==> src/qr_map.svh <==
// constants for the valley switch control: times, limits and levels
`ifndef QR_MAP_SVH
`define QR_MAP_SVH

`define QR_CLK_MHZ 100
`define QR_SS_TIME_US 12000
`define QR_SS_STEPS 4
`define QR_PERIOD_US 48000
`define QR_MAX_OFF_NS 50000
`define QR_MAX_ON_NS 25000
`define QR_RING_SUP_NS 2500
`define QR_LEB_NS 220
`define QR_OVP_BLANK_NS 1000

`define QR_UD_MIN 3'h1
`define QR_UD_MAX 3'h7
`define QR_ZC_MIN 3'h0
`define QR_ZC_MAX 3'h7

`define QR_LIM_MV0 10'h140
`define QR_LIM_MV1 10'h223
`define QR_LIM_MV2 10'h305
`define QR_LIM_MV3 10'h3e8

`endif

==> src/qr_pkg.sv <==
// types shared by the valley switch control
`default_nettype none
package qr_pkg;

  typedef enum logic [3:0] {
    ST_CHARGE = 4'h1,
    ST_ON = 4'h2,
    ST_OFF = 4'h4,
    ST_LATCH = 4'h8
  } gate_state_t;

  // comparator outputs from the analog front end, all asynchronous
  typedef struct packed {
    logic supply_on;
    logic fb_low;
    logic fb_high;
    logic fb_reset;
    logic zc_below;
    logic zc_ovp;
    logic cs_trip;
    logic line_high;
  } sense_t;

  typedef struct packed {
    logic above_low;
    logic above_high;
    logic above_reset;
  } fb_seen_t;

endpackage
`default_nettype wire

==> src/qr_valley_switch_control.sv <==
// valley switching flyback control: start-up, soft-start, valley choice, overvoltage latch
`timescale 1ns/1ps
`default_nettype none
`include "qr_map.svh"
module qr_valley_switch_control #(
  parameter int SS_STEP_CYC = (`QR_SS_TIME_US * `QR_CLK_MHZ) / `QR_SS_STEPS,
  parameter int PERIOD_CYC = `QR_PERIOD_US * `QR_CLK_MHZ,
  parameter int MAX_OFF_CYC = (`QR_MAX_OFF_NS * `QR_CLK_MHZ) / 1000,
  parameter int MAX_ON_CYC = (`QR_MAX_ON_NS * `QR_CLK_MHZ) / 1000
) (
  input wire logic mclk,
  input wire logic rst_b,
  input wire qr_pkg::sense_t sense,
  output logic startup_cell_on,
  output logic gate_drive_output,
  output logic [9:0] cs_limit_mv,
  output logic softstart_done,
  output logic thr_line_high,
  output logic latched_off,
  output logic [2:0] ud_value,
  output logic [2:0] zc_count
);
  // minimum times round up, longest times round down
  localparam int RING_CYC = (`QR_RING_SUP_NS * `QR_CLK_MHZ + 999) / 1000;
  localparam int LEB_CYC = (`QR_LEB_NS * `QR_CLK_MHZ + 999) / 1000;
  localparam int BLANK_CYC = (`QR_OVP_BLANK_NS * `QR_CLK_MHZ + 999) / 1000;
  localparam int SSW = $clog2(SS_STEP_CYC + 1);
  localparam int PW = $clog2(PERIOD_CYC + 1);
  localparam int GMAX = (MAX_OFF_CYC > MAX_ON_CYC) ? MAX_OFF_CYC : MAX_ON_CYC;
  localparam int GW = $clog2(GMAX + 1);
  localparam int OW = $clog2(BLANK_CYC + 1);
  localparam logic [SSW-1:0] SS_LAST = SSW'(SS_STEP_CYC - 1);
  localparam logic [PW-1:0] PER_LAST = PW'(PERIOD_CYC - 1);
  localparam logic [GW-1:0] OFF_LAST = GW'(MAX_OFF_CYC - 1);
  localparam logic [GW-1:0] ON_LAST = GW'(MAX_ON_CYC - 1);
  localparam logic [GW-1:0] RING_LAST = GW'(RING_CYC - 1);
  localparam logic [GW-1:0] LEB_LAST = GW'(LEB_CYC - 1);
  localparam logic [OW-1:0] BLANK_LAST = OW'(BLANK_CYC - 1);

  if (SS_STEP_CYC < 1 || PERIOD_CYC < 2 || MAX_OFF_CYC <= RING_CYC ||
      MAX_ON_CYC <= LEB_CYC || BLANK_CYC < 1) begin : g_bad_timing
    $error("timing parameters out of range");
  end

  function automatic logic [9:0] lim_mv(input logic [1:0] step);
    case (step)
      2'h0: lim_mv = `QR_LIM_MV0;
      2'h1: lim_mv = `QR_LIM_MV1;
      2'h2: lim_mv = `QR_LIM_MV2;
      default: lim_mv = `QR_LIM_MV3;
    endcase
  endfunction

  // ==========================================================
  // reset release and input synchronisers
  logic [1:0] rst_pipe;
  logic [1:0] next_rst_pipe;
  logic rst_sync_b;
  logic [7:0] sync_q;
  qr_pkg::sense_t s;

  always_comb begin
    next_rst_pipe = {rst_pipe[0], 1'b1};
  end

  always_ff @(posedge mclk or negedge rst_b) begin
    if (!rst_b) begin
      rst_pipe <= 2'h0;
    end else begin
      rst_pipe <= next_rst_pipe;
    end
  end

  assign rst_sync_b = rst_pipe[1];

  pin_sync #(.W(8)) u_sync (
    .mclk(mclk),
    .rst_b(rst_sync_b),
    .d_async(sense),
    .q(sync_q)
  );

  assign s = qr_pkg::sense_t'(sync_q);

  // ==========================================================
  // gate state, shared by the other groups
  qr_pkg::gate_state_t state;
  qr_pkg::gate_state_t next_state;
  logic running;

  assign running = (state == qr_pkg::ST_ON) || (state == qr_pkg::ST_OFF);

  // ==========================================================
  // soft-start ramp of the peak current limit
  logic [SSW-1:0] ss_cnt;
  logic [SSW-1:0] next_ss_cnt;
  logic [1:0] ss_step;
  logic [1:0] next_ss_step;
  logic next_ss_done;

  always_comb begin
    next_ss_cnt = ss_cnt;
    next_ss_step = ss_step;
    next_ss_done = softstart_done;
    if (running && !softstart_done) begin
      if (ss_cnt == SS_LAST) begin
        next_ss_cnt = '0;
        if (ss_step == 2'h3) begin
          next_ss_done = 1'b1;
        end else begin
          next_ss_step = ss_step + 2'h1;
        end
      end else begin
        next_ss_cnt = ss_cnt + SSW'(1);
      end
    end
  end

  always_ff @(posedge mclk or negedge rst_sync_b) begin
    if (!rst_sync_b) begin
      ss_cnt <= '0;
      ss_step <= 2'h0;
      softstart_done <= 1'b0;
      cs_limit_mv <= `QR_LIM_MV0;
    end else begin
      ss_cnt <= next_ss_cnt;
      ss_step <= next_ss_step;
      softstart_done <= next_ss_done;
      cs_limit_mv <= lim_mv(next_ss_step);
    end
  end

  // ==========================================================
  // 48 ms feedback evaluation period
  logic [PW-1:0] per_cnt;
  logic [PW-1:0] next_per_cnt;
  qr_pkg::fb_seen_t seen;
  qr_pkg::fb_seen_t next_seen;
  qr_pkg::fb_seen_t ud_seen;
  qr_pkg::fb_seen_t next_ud_seen;
  logic ud_tick;
  logic next_ud_tick;

  always_comb begin
    next_per_cnt = per_cnt;
    next_seen = seen;
    next_ud_seen = ud_seen;
    next_ud_tick = 1'b0;
    if (running) begin
      // a crossing in the closing cycle still counts for this period
      next_seen.above_low = seen.above_low | s.fb_low;
      next_seen.above_high = seen.above_high | s.fb_high;
      next_seen.above_reset = seen.above_reset | s.fb_reset;
      if (per_cnt == PER_LAST) begin
        next_per_cnt = '0;
        next_ud_tick = 1'b1;
        next_ud_seen = next_seen;
        next_seen = '0;
      end else begin
        next_per_cnt = per_cnt + PW'(1);
      end
    end
  end

  always_ff @(posedge mclk or negedge rst_sync_b) begin
    if (!rst_sync_b) begin
      per_cnt <= '0;
      seen <= '0;
      ud_seen <= '0;
      ud_tick <= 1'b0;
      thr_line_high <= 1'b0;
    end else begin
      per_cnt <= next_per_cnt;
      seen <= next_seen;
      ud_seen <= next_ud_seen;
      ud_tick <= next_ud_tick;
      thr_line_high <= s.line_high;
    end
  end

  freq_step_counter u_ud (
    .mclk(mclk),
    .rst_b(rst_sync_b),
    .run(running),
    .tick(ud_tick),
    .seen(ud_seen),
    .force_min(s.fb_reset),
    .value(ud_value)
  );

  // ==========================================================
  // gate drive, zero-crossing count, overvoltage latch
  logic [GW-1:0] gate_cnt;
  logic [GW-1:0] next_gate_cnt;
  logic [2:0] next_zc;
  logic zc_prev;
  logic zc_edge;
  logic [OW-1:0] ovp_cnt;
  logic [OW-1:0] next_ovp_cnt;

  assign zc_edge = s.zc_below && !zc_prev;

  always_comb begin
    next_state = state;
    next_gate_cnt = (gate_cnt == '1) ? gate_cnt : gate_cnt + GW'(1);
    next_zc = zc_count;
    next_ovp_cnt = '0;
    case (state)
      qr_pkg::ST_CHARGE: begin
        if (s.supply_on) begin
          next_state = qr_pkg::ST_ON;
          next_gate_cnt = '0;
        end
      end
      qr_pkg::ST_ON: begin
        if ((gate_cnt >= LEB_LAST && s.cs_trip) || gate_cnt >= ON_LAST) begin
          next_state = qr_pkg::ST_OFF;
          next_gate_cnt = '0;
        end
      end
      qr_pkg::ST_OFF: begin
        if (s.zc_ovp) begin
          next_ovp_cnt = (ovp_cnt == BLANK_LAST) ? ovp_cnt : ovp_cnt + OW'(1);
        end
        if (zc_edge && zc_count != `QR_ZC_MAX) begin
          next_zc = zc_count + 3'h1;
        end
        if (s.zc_ovp && ovp_cnt == BLANK_LAST) begin
          next_state = qr_pkg::ST_LATCH;
        end else if (gate_cnt >= OFF_LAST) begin
          next_state = qr_pkg::ST_ON;
        end else if (gate_cnt >= RING_LAST && zc_count >= ud_value) begin
          next_state = qr_pkg::ST_ON;
        end
        if (next_state == qr_pkg::ST_ON) begin
          next_gate_cnt = '0;
          next_zc = `QR_ZC_MIN;
        end
      end
      qr_pkg::ST_LATCH: begin
        next_state = qr_pkg::ST_LATCH;
      end
      default: begin
        next_state = qr_pkg::ST_CHARGE;
        next_gate_cnt = '0;
      end
    endcase
  end

  always_ff @(posedge mclk or negedge rst_sync_b) begin
    if (!rst_sync_b) begin
      state <= qr_pkg::ST_CHARGE;
      gate_cnt <= '0;
      zc_count <= `QR_ZC_MIN;
      zc_prev <= 1'b0;
      ovp_cnt <= '0;
      startup_cell_on <= 1'b1;
      gate_drive_output <= 1'b0;
      latched_off <= 1'b0;
    end else begin
      state <= next_state;
      gate_cnt <= next_gate_cnt;
      zc_count <= next_zc;
      zc_prev <= s.zc_below;
      ovp_cnt <= next_ovp_cnt;
      startup_cell_on <= (next_state == qr_pkg::ST_CHARGE);
      gate_drive_output <= (next_state == qr_pkg::ST_ON);
      latched_off <= (next_state == qr_pkg::ST_LATCH);
    end
  end

  // ==========================================================
  // checks
  startup_hand_a: assert property (@(posedge mclk) disable iff (!rst_sync_b)
    state == qr_pkg::ST_CHARGE && s.supply_on |=>
      !startup_cell_on && gate_drive_output && cs_limit_mv == `QR_LIM_MV0)
    else $error("startup handover wrong");
  ss_step_a: assert property (@(posedge mclk) disable iff (!rst_sync_b)
    running && !softstart_done && ss_cnt == SS_LAST && ss_step != 2'h3 |=>
      ss_step == $past(ss_step) + 2'h1 && ss_cnt == '0)
    else $error("soft-start step not taken on time");
  ss_final_a: assert property (@(posedge mclk) disable iff (!rst_sync_b)
    softstart_done |-> cs_limit_mv == `QR_LIM_MV3 && ss_step == 2'h3)
    else $error("final current limit not reached");
  period_tick_a: assert property (@(posedge mclk) disable iff (!rst_sync_b)
    ud_tick |-> $past(per_cnt) == PER_LAST && per_cnt == '0)
    else $error("evaluation tick off period");
  line_thr_a: assert property (@(posedge mclk) disable iff (!rst_sync_b)
    ##1 thr_line_high == $past(s.line_high))
    else $error("line threshold select lags");
  zc_clear_a: assert property (@(posedge mclk) disable iff (!rst_sync_b)
    $rose(gate_drive_output) |-> zc_count == `QR_ZC_MIN)
    else $error("zero-crossing count not cleared at turn-on");
  zc_count_a: assert property (@(posedge mclk) disable iff (!rst_sync_b)
    state == qr_pkg::ST_OFF && next_state == qr_pkg::ST_OFF && zc_edge |=>
      zc_count == (($past(zc_count) == `QR_ZC_MAX) ? `QR_ZC_MAX : $past(zc_count) + 3'h1))
    else $error("zero crossing miscounted");
  zc_sat_a: assert property (@(posedge mclk) disable iff (!rst_sync_b)
    zc_count == `QR_ZC_MAX && state == qr_pkg::ST_OFF && next_state == qr_pkg::ST_OFF
      |=> zc_count == `QR_ZC_MAX)
    else $error("zero-crossing count wrapped");
  valley_on_a: assert property (@(posedge mclk) disable iff (!rst_sync_b)
    state == qr_pkg::ST_OFF && gate_cnt < RING_LAST && !(s.zc_ovp && ovp_cnt == BLANK_LAST)
      |=> !gate_drive_output)
    else $error("gate turned on during ringing suppression");
  valley_hit_a: assert property (@(posedge mclk) disable iff (!rst_sync_b)
    state == qr_pkg::ST_OFF && gate_cnt >= RING_LAST && zc_count >= ud_value &&
      !(s.zc_ovp && ovp_cnt == BLANK_LAST) |=> gate_drive_output)
    else $error("valley reached but gate stayed off");
  max_off_a: assert property (@(posedge mclk) disable iff (!rst_sync_b)
    state == qr_pkg::ST_OFF && gate_cnt == OFF_LAST && !(s.zc_ovp && ovp_cnt == BLANK_LAST)
      |=> gate_drive_output)
    else $error("maximum off-time not enforced");
  ovp_latch_a: assert property (@(posedge mclk) disable iff (!rst_sync_b)
    state == qr_pkg::ST_OFF && s.zc_ovp && ovp_cnt == BLANK_LAST |=>
      latched_off && !gate_drive_output ##1 latched_off)
    else $error("overvoltage did not latch off");
  ovp_blank_a: assert property (@(posedge mclk) disable iff (!rst_sync_b)
    state == qr_pkg::ST_OFF && ovp_cnt != BLANK_LAST |=> !latched_off)
    else $error("overvoltage latched before blanking ended");
  valley_wait_a: assert property (@(posedge mclk) disable iff (!rst_sync_b)
    state == qr_pkg::ST_OFF && gate_cnt < OFF_LAST && zc_count < ud_value
      |=> !gate_drive_output)
    else $error("gate turned on before the selected valley");
  startup_off_a: assert property (@(posedge mclk) disable iff (!rst_sync_b)
    state != qr_pkg::ST_CHARGE |-> !startup_cell_on)
    else $error("startup path left on after turn-on");
  zc_on_zero_a: assert property (@(posedge mclk) disable iff (!rst_sync_b)
    state == qr_pkg::ST_ON |-> zc_count == `QR_ZC_MIN)
    else $error("zero-crossing count not zero during on-time");
endmodule
`default_nettype wire

==> src/pin_sync.sv <==
// three-stage synchroniser; a change counts once stages two and three agree
`timescale 1ns/1ps
`default_nettype none
module pin_sync #(
  parameter int W = 8
) (
  input wire logic mclk,
  input wire logic rst_b,
  input wire logic [W-1:0] d_async,
  output logic [W-1:0] q
);
  logic [W-1:0] s1;
  logic [W-1:0] s2;
  logic [W-1:0] s3;
  logic [W-1:0] next_q;

  if (W < 1) begin : g_bad_width
    $error("pin_sync width must be at least one");
  end

  always_comb begin
    for (int i = 0; i < W; i++) begin
      next_q[i] = (s2[i] == s3[i]) ? s3[i] : q[i];
    end
  end

  always_ff @(posedge mclk or negedge rst_b) begin
    if (!rst_b) begin
      s1 <= '0;
      s2 <= '0;
      s3 <= '0;
      q <= '0;
    end else begin
      s1 <= d_async;
      s2 <= s1;
      s3 <= s2;
      q <= next_q;
    end
  end
endmodule
`default_nettype wire

==> src/freq_step_counter.sv <==
// up/down counter that picks the switch-on valley from the feedback level
`timescale 1ns/1ps
`default_nettype none
`include "qr_map.svh"
module freq_step_counter (
  input wire logic mclk,
  input wire logic rst_b,
  input wire logic run,
  input wire logic tick,
  input wire qr_pkg::fb_seen_t seen,
  input wire logic force_min,
  output logic [2:0] value
);
  logic [2:0] next_value;

  always_comb begin
    next_value = value;
    if (!run || force_min) begin
      next_value = `QR_UD_MIN;
    end else if (tick) begin
      if (seen.above_reset) begin
        next_value = `QR_UD_MIN;
      end else if (seen.above_high) begin
        if (value > `QR_UD_MIN) begin
          next_value = value - 3'h1;
        end
      end else if (!seen.above_low) begin
        if (value < `QR_UD_MAX) begin
          next_value = value + 3'h1;
        end
      end
    end
  end

  always_ff @(posedge mclk or negedge rst_b) begin
    if (!rst_b) begin
      value <= `QR_UD_MIN;
    end else begin
      value <= next_value;
    end
  end

  ud_range_a: assert property (@(posedge mclk) disable iff (!rst_b)
    value >= `QR_UD_MIN && value <= `QR_UD_MAX)
    else $error("up/down counter left 1..7");
  ud_up_a: assert property (@(posedge mclk) disable iff (!rst_b)
    run && !force_min && tick && seen == 3'h0 |=>
      value == (($past(value) == `QR_UD_MAX) ? `QR_UD_MAX : $past(value) + 3'h1))
    else $error("counter did not step up after a quiet period");
  ud_hold_a: assert property (@(posedge mclk) disable iff (!rst_b)
    run && !force_min && tick && seen == 3'h4 |=> $stable(value))
    else $error("counter changed in the hold band");
  ud_down_a: assert property (@(posedge mclk) disable iff (!rst_b)
    run && !force_min && tick && seen.above_high && !seen.above_reset |=>
      value == (($past(value) == `QR_UD_MIN) ? `QR_UD_MIN : $past(value) - 3'h1))
    else $error("counter did not step down");
  ud_force_a: assert property (@(posedge mclk) disable iff (!rst_b)
    force_min || (tick && seen.above_reset) |=> value == `QR_UD_MIN)
    else $error("reset threshold did not force the counter to one");
endmodule
`default_nettype wire

==> config.mk <==
export PLATFORM = sky130hd
export DESIGN_NAME = qr_valley_switch_control
export DESIGN_NICKNAME = d
export VERILOG_FILES = /design/src/qr_pkg.sv /design/src/qr_valley_switch_control.sv /design/src/pin_sync.sv /design/src/freq_step_counter.sv
export VERILOG_INCLUDE_DIRS = /design/src
export SDC_FILE = /design/constraint.sdc
export NUM_CORES = 1
export LEC_CHECK = 0
export BUFFER_PORTS_ARGS = -buffer_cell sky130_fd_sc_hd__buf_2
export CELL_PAD_IN_SITES_DETAIL_PLACEMENT = 2
export CELL_PAD_IN_SITES_GLOBAL_PLACEMENT = 2
export CORE_UTILIZATION = 44
export CTS_CLUSTER_SIZE = 28
export DETAILED_ROUTE_END_ITERATION = 8
export PLACE_DENSITY_LB_ADDON = 0.1
export SYNTH_ARGS = -nofsm -noshare
export SYNTH_HDL_FRONTEND = slang
export SYNTH_SLANG_ARGS = --single-unit
==> constraint.sdc <==
create_clock -name mclk -period 8.8 [get_ports mclk]
set_input_delay 0.88 -clock mclk [delete_from_list [all_inputs] [get_ports mclk]]
set_output_delay 0.88 -clock mclk [all_outputs]
set_load 0.02 [all_outputs]
# After elaboration in Yosys (flattened, before gate mapping)
# Cells that the tools add are included.
# totals
regBits	131
word_cells	132
output_inout_bits	21
# op_classes
muxes	33
n_eq_ne	27
add_sub_neg	8
magnitude_cmp	7
n_bitwise	3
reduce_logical	20
# ops
operator	count
13-bit 2-to-1 mux	4
13-bit one-hot mux with 4 select lines	1
3-bit 2-to-1 mux	10
10-bit one-hot mux with 3 select lines	1
4-bit 2-to-1 mux	6
23-bit by 1-bit adder with 23-bit output (second input constant)	1
23-bit equality test (second input constant)	1
23-bit 2-to-1 mux	1
7-bit 2-to-1 mux	3
19-bit by 1-bit adder with 19-bit output (second input constant)	1
19-bit equality test (second input constant)	1
19-bit 2-to-1 mux	1
4-bit one-hot mux with 4 select lines	1
13-bit by 1-bit adder with 13-bit output (second input constant)	1
13-bit equality test (second input constant)	1
13-bit by 12-bit greater-or-equal comparator with 1-bit output (second input constant)	1
13-bit greater-or-equal comparator (second input constant)	1
13-bit by 5-bit greater-or-equal comparator with 1-bit output (second input constant)	1
13-bit by 8-bit greater-or-equal comparator with 1-bit output (second input constant)	1
4-bit by 2-bit equality test with 1-bit output (second input constant)	3
1-bit equality test	8
4-bit by 1-bit equality test with 1-bit output (second input constant)	2
4-bit equality test (second input constant)	2
7-bit by 1-bit adder with 7-bit output (second input constant)	1
25 further kinds	44

# Depth between registers and ports, before layout
# Gate-level depths: netlist of run 1.
# depth
depth_word	9
ltp_mapped	10
depth_no_buf	8

# Cells and area by module
# A second synthesis of run 1 with hierarchy kept.
# unflattened
cells_unflattened	530
hier_area_um2	5769.3
# modules_own_cells
module	n_inst	area_per_inst_um2	seq_area_each_um2	cells_per_inst
qr_valley_switch_control	1	4611.9	2332.2	463
pin_sync	1	890.9	800.8	40
freq_step_counter	1	266.5	76.3	27

# Worst setup path before layout of run 1
# Ideal clock, no wire load.
# synth_path
path_type	reg2reg
startpoint	register state[3]
endpoint	register cs_limit_mv[0]
arrival_ps	2356
n_path_buf	2
synth_period_minus_slack_ps	2470
path_slack_ps	6330
stages_incl_launch_ff	10
cell_sequence	dfrtp_1 > buf_6 > or2_4 > nor3_1 > nand4_1 > nor2b_1 > buf_2 > o21ai_0 > ha_1 > inv_1
# synth_via
elab_chain_len	6
word_cells_on_any_way	9
classes_between	4 x eq/ne; 2 x mux; 3 x reduce/logical
# synth_rtl
element	line_no	rtl
start: declaration	qr_valley_switch_control.sv:87	qr_pkg::gate_state_t state;
start signal: assignment	qr_valley_switch_control.sv:252	state <= qr_pkg::ST_CHARGE;
start signal: assignment	qr_valley_switch_control.sv:261	state <= next_state;
4-bit by 2-bit equality test with 1-bit output / 4-bit by 3-bit equality test with 1-bit output (equally long branches)	qr_valley_switch_control.sv:91	assign running = (state == qr_pkg::ST_ON) || (state == qr_pkg::ST_OFF);
1-bit logical OR *	qr_valley_switch_control.sv:91	
1-bit logical AND *	qr_valley_switch_control.sv:105	if (running && !softstart_done) begin
2-bit 2-to-1 mux *	qr_valley_switch_control.sv:105	
2-bit equality test, or another cell as far along	qr_valley_switch_control.sv:46	case (step)
10-bit one-hot mux with 3 select lines *	qr_valley_switch_control.sv:46	
end signal: assignment	qr_valley_switch_control.sv:124	cs_limit_mv <= `QR_LIM_MV0;
end signal: assignment	qr_valley_switch_control.sv:129	cs_limit_mv <= lim_mv(next_ss_step);
end: declaration	qr_valley_switch_control.sv:16	output logic [9:0] cs_limit_mv,
# Every way passes the cells marked *; elsewhere a longest branch is shown, timed or not.
# A chain may end at the register's enable or synchronous reset.

# Worst setup path in the final report of run 1
# Same ends and word-level chain as after synthesis.

==> results of run 1 <==
## state kept, by name, summed over array words and instances (netlist names), 2 cells and up
name and count:
u_sync.s3 8, cs_limit_mv 7, ud_seen 3, ovp_cnt 7
u_ud.value 3, state 4, per_cnt 23, ss_step 2
ss_cnt 19, seen 3, gate_cnt 13, u_sync.q 8
u_sync.s1 8, zc_count 3, u_sync.s2 8, rst_pipe 2
## layer usage
layer | vias up | share of wire | track usage
li1 | 1845 | - | -
met1 | 2077 | 0.42 | 0.273
met2 | 31 | 0.55 | 0.441
met3 | 13 | 0.022 | 0.0633
met4 | 0 | 0.011 | 0.0719
met5 | - | 0 | 0
## cell usage after synthesis, types with 6 or more instances
library cell,instances,area [sq um]
a21oi_1,16,80.1
and3_1,11,68.8
buf_2,6,30.0
clkbuf_1,6,22.5
dfrtp_1,123,3080
ha_1,18,225
inv_1,16,60.1
maj3_1,8,80.1
nand2_1,42,158
nand3_1,19,95.1
nand4_1,16,100
nor2_1,64,240
nor3_1,17,85.1
nor4_1,7,43.8
o21ai_0,12,60.1
or3_1,6,37.5
xnor2_1,27,236
xor2_1,24,210
## worst max-delay path by stage
stage	cells after the start	slack, ns	to	from
2_1_floorplan	0	4.98	cs_limit_mv[0]	rst_pipe[1]
3_3_place_gp	7	5.69	cs_limit_mv[0]	state[3]
3_5_place_dp	8	5.44	cs_limit_mv[0]	state[3]
4_1_cts	8	5.34	cs_limit_mv[0]	state[3]
5_1_grt	8	5.10	cs_limit_mv[0]	state[3]
6_report	7	5.32	cs_limit_mv[0]	state[3]
## through the flow
step	utilization	setup WS, ns
final	0.530	5.32
after floorplan	-	4.98
after global routing	0.530	5.10
after CTS	0.530	5.34
after detailed placement	0.484	5.44
after global placement	0.484	5.69
## cell families after synthesis
kind of cell,after synthesis,share of synthesized area
simple gates,209,0.184
other cells,2,0.00134
fa+ha+maj,26,0.0543
flops,128,0.571
compound gates,59,0.0710
mux,6,0.0114
buf+inv,33,0.0274
xor+xnor,51,0.0795
## power by group
part	internal, mW	total (mW)	switching [mW]	leakage, nW
clock	0.423	0.673	0.250	0.284
sequential	0.637	0.693	0.0566	1.66
combinational	0.0572	0.153	0.0959	1.00
total	1.12	1.52	0.402	2.95
## worst max-delay path, delay by kind of cell (launching register included)
| family | cells | cell delay [ns] |
|---|---|---|
| buffers and inverters | 1 | 0.04 |
| AO/OA/AOI/OAI | 1 | 0.27 |
| adder cells (fa/ha/maj) | 1 | 0.37 |
| flip-flops | 1 | 0.47 |
| AND/OR/NAND/NOR | 4 | 2.22 |
## layout make-up
cell class,count,area [sq um]
inverter,16,60.1
clock buffer,26,509
fill,1252,5740
timing repair buffer,31,160
sequential,128,3210
tap,168,210
multi-input combinational,353,2270
clock inverter,6,55.1
==> flow_summary.json, run 1 <==
{
  "status": "complete, no violations",
  "syn-num-nets": 542,
  "clock_sinks": 128,
  "port_buffers": 29,
  "drive_gt1_frac": 0.143,
  "reg2regPathDepth": 7,
  "synth-seq-cells": 128,
  "grt_use_total": 0.240,
  "slowest_stage": "nor2b_1",
  "yosysSeqAreaShare": 0.571,
  "grt.overflow.total": 0,
  "grt_max_degree": 82,
  "arrival_ns": 3.79,
  "cap_violations": 0,
  "routed_wirelength_mm": 14.1,
  "final_nets": 575,
  "p_leak_nw": 2.95,
  "drc": 0,
  "cp-end-kind": "register",
  "path_clk_slew_ns": 0.06,
  "via_per_inst": 5.45,
  "cp_cell_sequence": "or2_4 -> nor3_1 -> nand4_1 -> nor2b_1 -> o21ai_0 -> ha_1 -> inv_1",
  "r2r_end": "cs_limit_mv[0]",
  "whs_ns": 0.231,
  "start_util": 0.460,
  "hold_buffers": 0,
  "final_cell_mix": "122 x dfrtp_1, 64 x nor2_1, 42 x nand2_1",
  "cts_buffers": 17,
  "rows": 40,
  "max_freq_mhz": 288,
  "clk_latency_ns": 0.42,
  "synth_edf_count": 0,
  "grt_pass1_wl_mm": 23.5,
  "die_width_microns": 115,
  "p_total_mw": 1.52,
  "max_stage_delay_ns": 0.80,
  "globalplace.congestion": 0.819,
  "final_common_cell": "dfrtp_1",
  "r2r_setup_slack_ns": 5.32,
  "detailed_place_hpwl_mm": 9.27,
  "yosysWarnings": 0,
  "ys_types": 52,
  "cp_max_fo": 13,
  "fp.dieH_microns": 115,
  "worstSetupPathType": "reg2reg",
  "setup_tns_ns": 0,
  "dieArea_sq_mm": 0.0132,
  "worst_slew_pin_slew_ns": 1.05,
  "rsz0062_at_grt": "no",
  "diodes": 0,
  "ant_nets": 0,
  "crit_path_start_kind": "register",
  "max-vdd-ir-drop_mv": 0.133,
  "power_density_mw_per_mm2": 235,
  "drtPass1Iterations": 4,
  "slew_headroom": 0.301,
  "clk_path_buf_depth": 2,
  "fin_area_sq_mm": 0.00647,
  "coreArea_sq_mm": 0.0122,
  "final.period_utilization": 0.395,
  "instances_no_fill": 728,
  "async_flop_share": 1.00,
  "slew_violations": 0,
  "via_count": 3966,
  "placed_cell_area_sq_mm": 0.00591,
  "grt_pass1_vias": 4443,
  "antenna_found_initial": 0,
  "cts_resized": 0,
  "postCtsSetupRepairBufs": 0,
  "pin_count": 31,
  "wl_per_cell_microns": 19.4,
  "syn_area_sq_mm": 0.00562,
  "hold_viol": 0,
  "root_buffer": "clkbuf_16",
  "finalSetupViolCount": 0,
  "min_period_ns": 3.48,
  "dp_cells": 696,
  "r2r-start": "state[3]",
  "syn_area_per_cell_sq_um": 10.9,
  "syn2layout_area_growth_pct": 15.2,
  "hp-class": "in2async",
  "netlist_instances": 514,
  "drt_iter0_drc": 109,
  "synth_top_flop_cell": "dfrtp_1",
  "tritoncts": "yes",
  "htreeDepth": 4,
  "crit_required_ns": 9.12,
  "skew_ns": 0.00918
}
No activity file was read; power rests on OpenSTA's default activity.
==> inputs of run 2 (changes only) <==
--- a/config.mk
+++ b/config.mk
@@ -9,7 +9,7 @@
 export BUFFER_PORTS_ARGS = -buffer_cell sky130_fd_sc_hd__buf_2
 export CELL_PAD_IN_SITES_DETAIL_PLACEMENT = 2
 export CELL_PAD_IN_SITES_GLOBAL_PLACEMENT = 2
-export CORE_UTILIZATION = 44
+export CORE_UTILIZATION = 41
 export CTS_CLUSTER_SIZE = 28
 export DETAILED_ROUTE_END_ITERATION = 8
 export PLACE_DENSITY_LB_ADDON = 0.1
==> constraint.sdc (replaced) <==
create_clock -name mclk -period 3.5 [get_ports mclk]
set_input_delay 0.35 -clock mclk [delete_from_list [all_inputs] [get_ports mclk]]
set_output_delay 0.35 -clock mclk [all_outputs]
set_load 0.02 [all_outputs]
==> run 2 against run 1 <==
  * Global-route usage fell by 2.9 points
  * Highest routed layer unchanged
  * Register-to-register slack got worse by 4.7 ns
  * Fmax up 22%
  * Total power grew to 2.5 times the previous value
  * Final cell count is 1.8% higher
  * Non-clock buffer count grew 5
==> flow_summary.json, run 2 (synthesis results as in run 1) <==
{
  "cp-end-kind": "register",
  "ant_nets": 0,
  "hold_depth": 1,
  "cp_max_fo": 13,
  "dieArea_sq_mm": 0.0142,
  "cap_violations": 0,
  "tritoncts": "yes",
  "max_freq_mhz": 352,
  "regMostFlops": "per_cnt",
  "globalplace.congestion": 0.794,
  "reg.largest.list": "per_cnt x23, ss_cnt x19, gate_cnt x13",
  "largest_reg_flops": 23,
  "antenna_found_initial": 0,
  "root_buffer": "clkbuf_16",
  "reg2regPathDepth": 8,
  "arrival_ns": 3.16,
  "min_period_ns": 2.84,
  "p_leak_nw": 2.98,
  "n_fill_cell": 1338,
  "grt_use_total": 0.212,
  "die_width_microns": 119,
  "crit_path_start_kind": "register",
  "hp-class": "in2reg",
  "skew_ns": 0.00525,
  "drtPass1Iterations": 4,
  "routed_wirelength_mm": 13.4,
  "status": "complete, no violations",
  "final.period_utilization": 0.811,
  "finalSetupViolCount": 0,
  "via_per_inst": 5.32,
  "cts_buffers": 17,
  "grt_pass1_vias": 4493,
  "clock_sinks": 128,
  "slew_violations": 0,
  "detailed_place_hpwl_mm": 9.00,
  "grt_max_degree": 60,
  "final_common_cell": "dfrtp_1",
  "drive_gt1_frac": 0.145,
  "rsz0062_at_grt": "no",
  "worstSetupPathType": "reg2reg",
  "drt_iter0_drc": 124,
  "rows": 42,
  "cts_resized": 0,
  "power_density_mw_per_mm2": 591,
  "fp.dieH_microns": 119,
  "hold_viol": 0,
  "grt.overflow.total": 0,
  "final_nets": 580,
  "crit_required_ns": 3.82,
  "wl_per_cell_microns": 18.1,
  "drc": 0,
  "via_count": 3942,
  "max-vdd-ir-drop_mv": 0.388,
  "clk_latency_ns": 0.42,
  "coreArea_sq_mm": 0.0133,
  "syn2layout_area_growth_pct": 16.5,
  "setup_tns_ns": 0,
  "pin_count": 31,
  "path_clk_slew_ns": 0.06,
  "whs_ns": 0.0325,
  "final_cell_mix": "122 x dfrtp_1, 64 x nor2_1, 42 x nand2_1",
  "start_util": 0.423,
  "diodes": 0,
  "slew_headroom": 0.377,
  "worst_slew_pin_slew_ns": 0.926,
  "clk_path_buf_depth": 2,
  "port_buffers": 29,
  "htreeDepth": 4,
  "grt_pass1_wl_mm": 23.1
}
==> run 2: cell count changes in the layout (fill, tap and decap cells not counted) <==
cell,change
dlygate4sd3_1,+1
nor3_1,+1
clkinv_2,-1
buf_4,+3
buf_12,+1
clkbuf_8,-1
nor3_2,-1
clkbuf_1,+1
bufinv_16,+1
==> run 2: layout make-up <==
type                    count  area, sq um  share of cell area
repair buffers             36          213              0.0325
flip-flops and latches    128         3210               0.491
clock inverters             6         80.1              0.0122
well taps                 176          220              0.0336
inverters                  16         60.1             0.00917
multi-input cells         353         2260               0.345
clock buffers              26          499              0.0762
==> run 2: critical path, cell delays in order, from the launching register on <==
cell       delay (ns)
dfrtp_1          0.48
ha_1             0.33
a21o_1           0.18
a2111oi_0        0.57
nor2_1           0.16
a211oi_1         0.45
nor3_1           0.12
buf_4            0.21
nor3_1           0.22
==> run 2: per-stage QoR <==
stage / power [mW] / area, sq um / cells / setup slack [ns] / util
after floorplan: 2.01 / 5620 / 514 / 1.03 / -
after global placement: 2.12 / 5960 / 708 / 0.961 / 0.448
after detailed placement: 2.15 / 5960 / 708 / 0.797 / 0.448
after CTS: 3.93 / 6550 / 741 / 0.672 / 0.492
after global routing: 4.03 / 6550 / 741 / 0.355 / 0.492
final: 3.87 / 6550 / 741 / 0.663 / 0.492
==> run 2: repair_timing <==
action | in CTS | in global routing
hold buffers | 1 | 0
hold endpoints to repair | 2 | 0
setup buffers | 0 | 0
==> run 2: path summary, 6_finish.rpt <==
path | end | slack, ns | startpoint
max in group asynchronous | cs_limit_mv[8] | 2.26 | rst_pipe[1]
min in group asynchronous | rst_pipe[1] | 0.25 | rst_b
setup reg to reg | gate_cnt[10] | 0.66 | gate_cnt[0]
setup / recovery | gate_cnt[10] | 0.66 | gate_cnt[0]
hold / removal | u_sync.s1[6] | 0.03 | sense[6]
hold reg to reg | u_sync.s2[5] | 0.35 | u_sync.s1[5]
==> run 2: report_power, final <==
part	leakage, nW	switching (mW)	internal, mW
logic	1.03	0.229	0.157
registers	1.66	0.141	1.60
clock network	0.288	0.623	1.12
==> run 2: routing by layer <==
| metal | part of all wire | vias up | global-route usage |
|---|---|---|---|
| met5 | 0 | - | 0 |
| met1 | 0.44 | 2034 | 0.254 |
| met2 | 0.53 | 44 | 0.362 |
| met3 | 0.026 | 13 | 0.0627 |
| met4 | 0.013 | 0 | 0.0696 |
| li1 | - | 1851 | - |
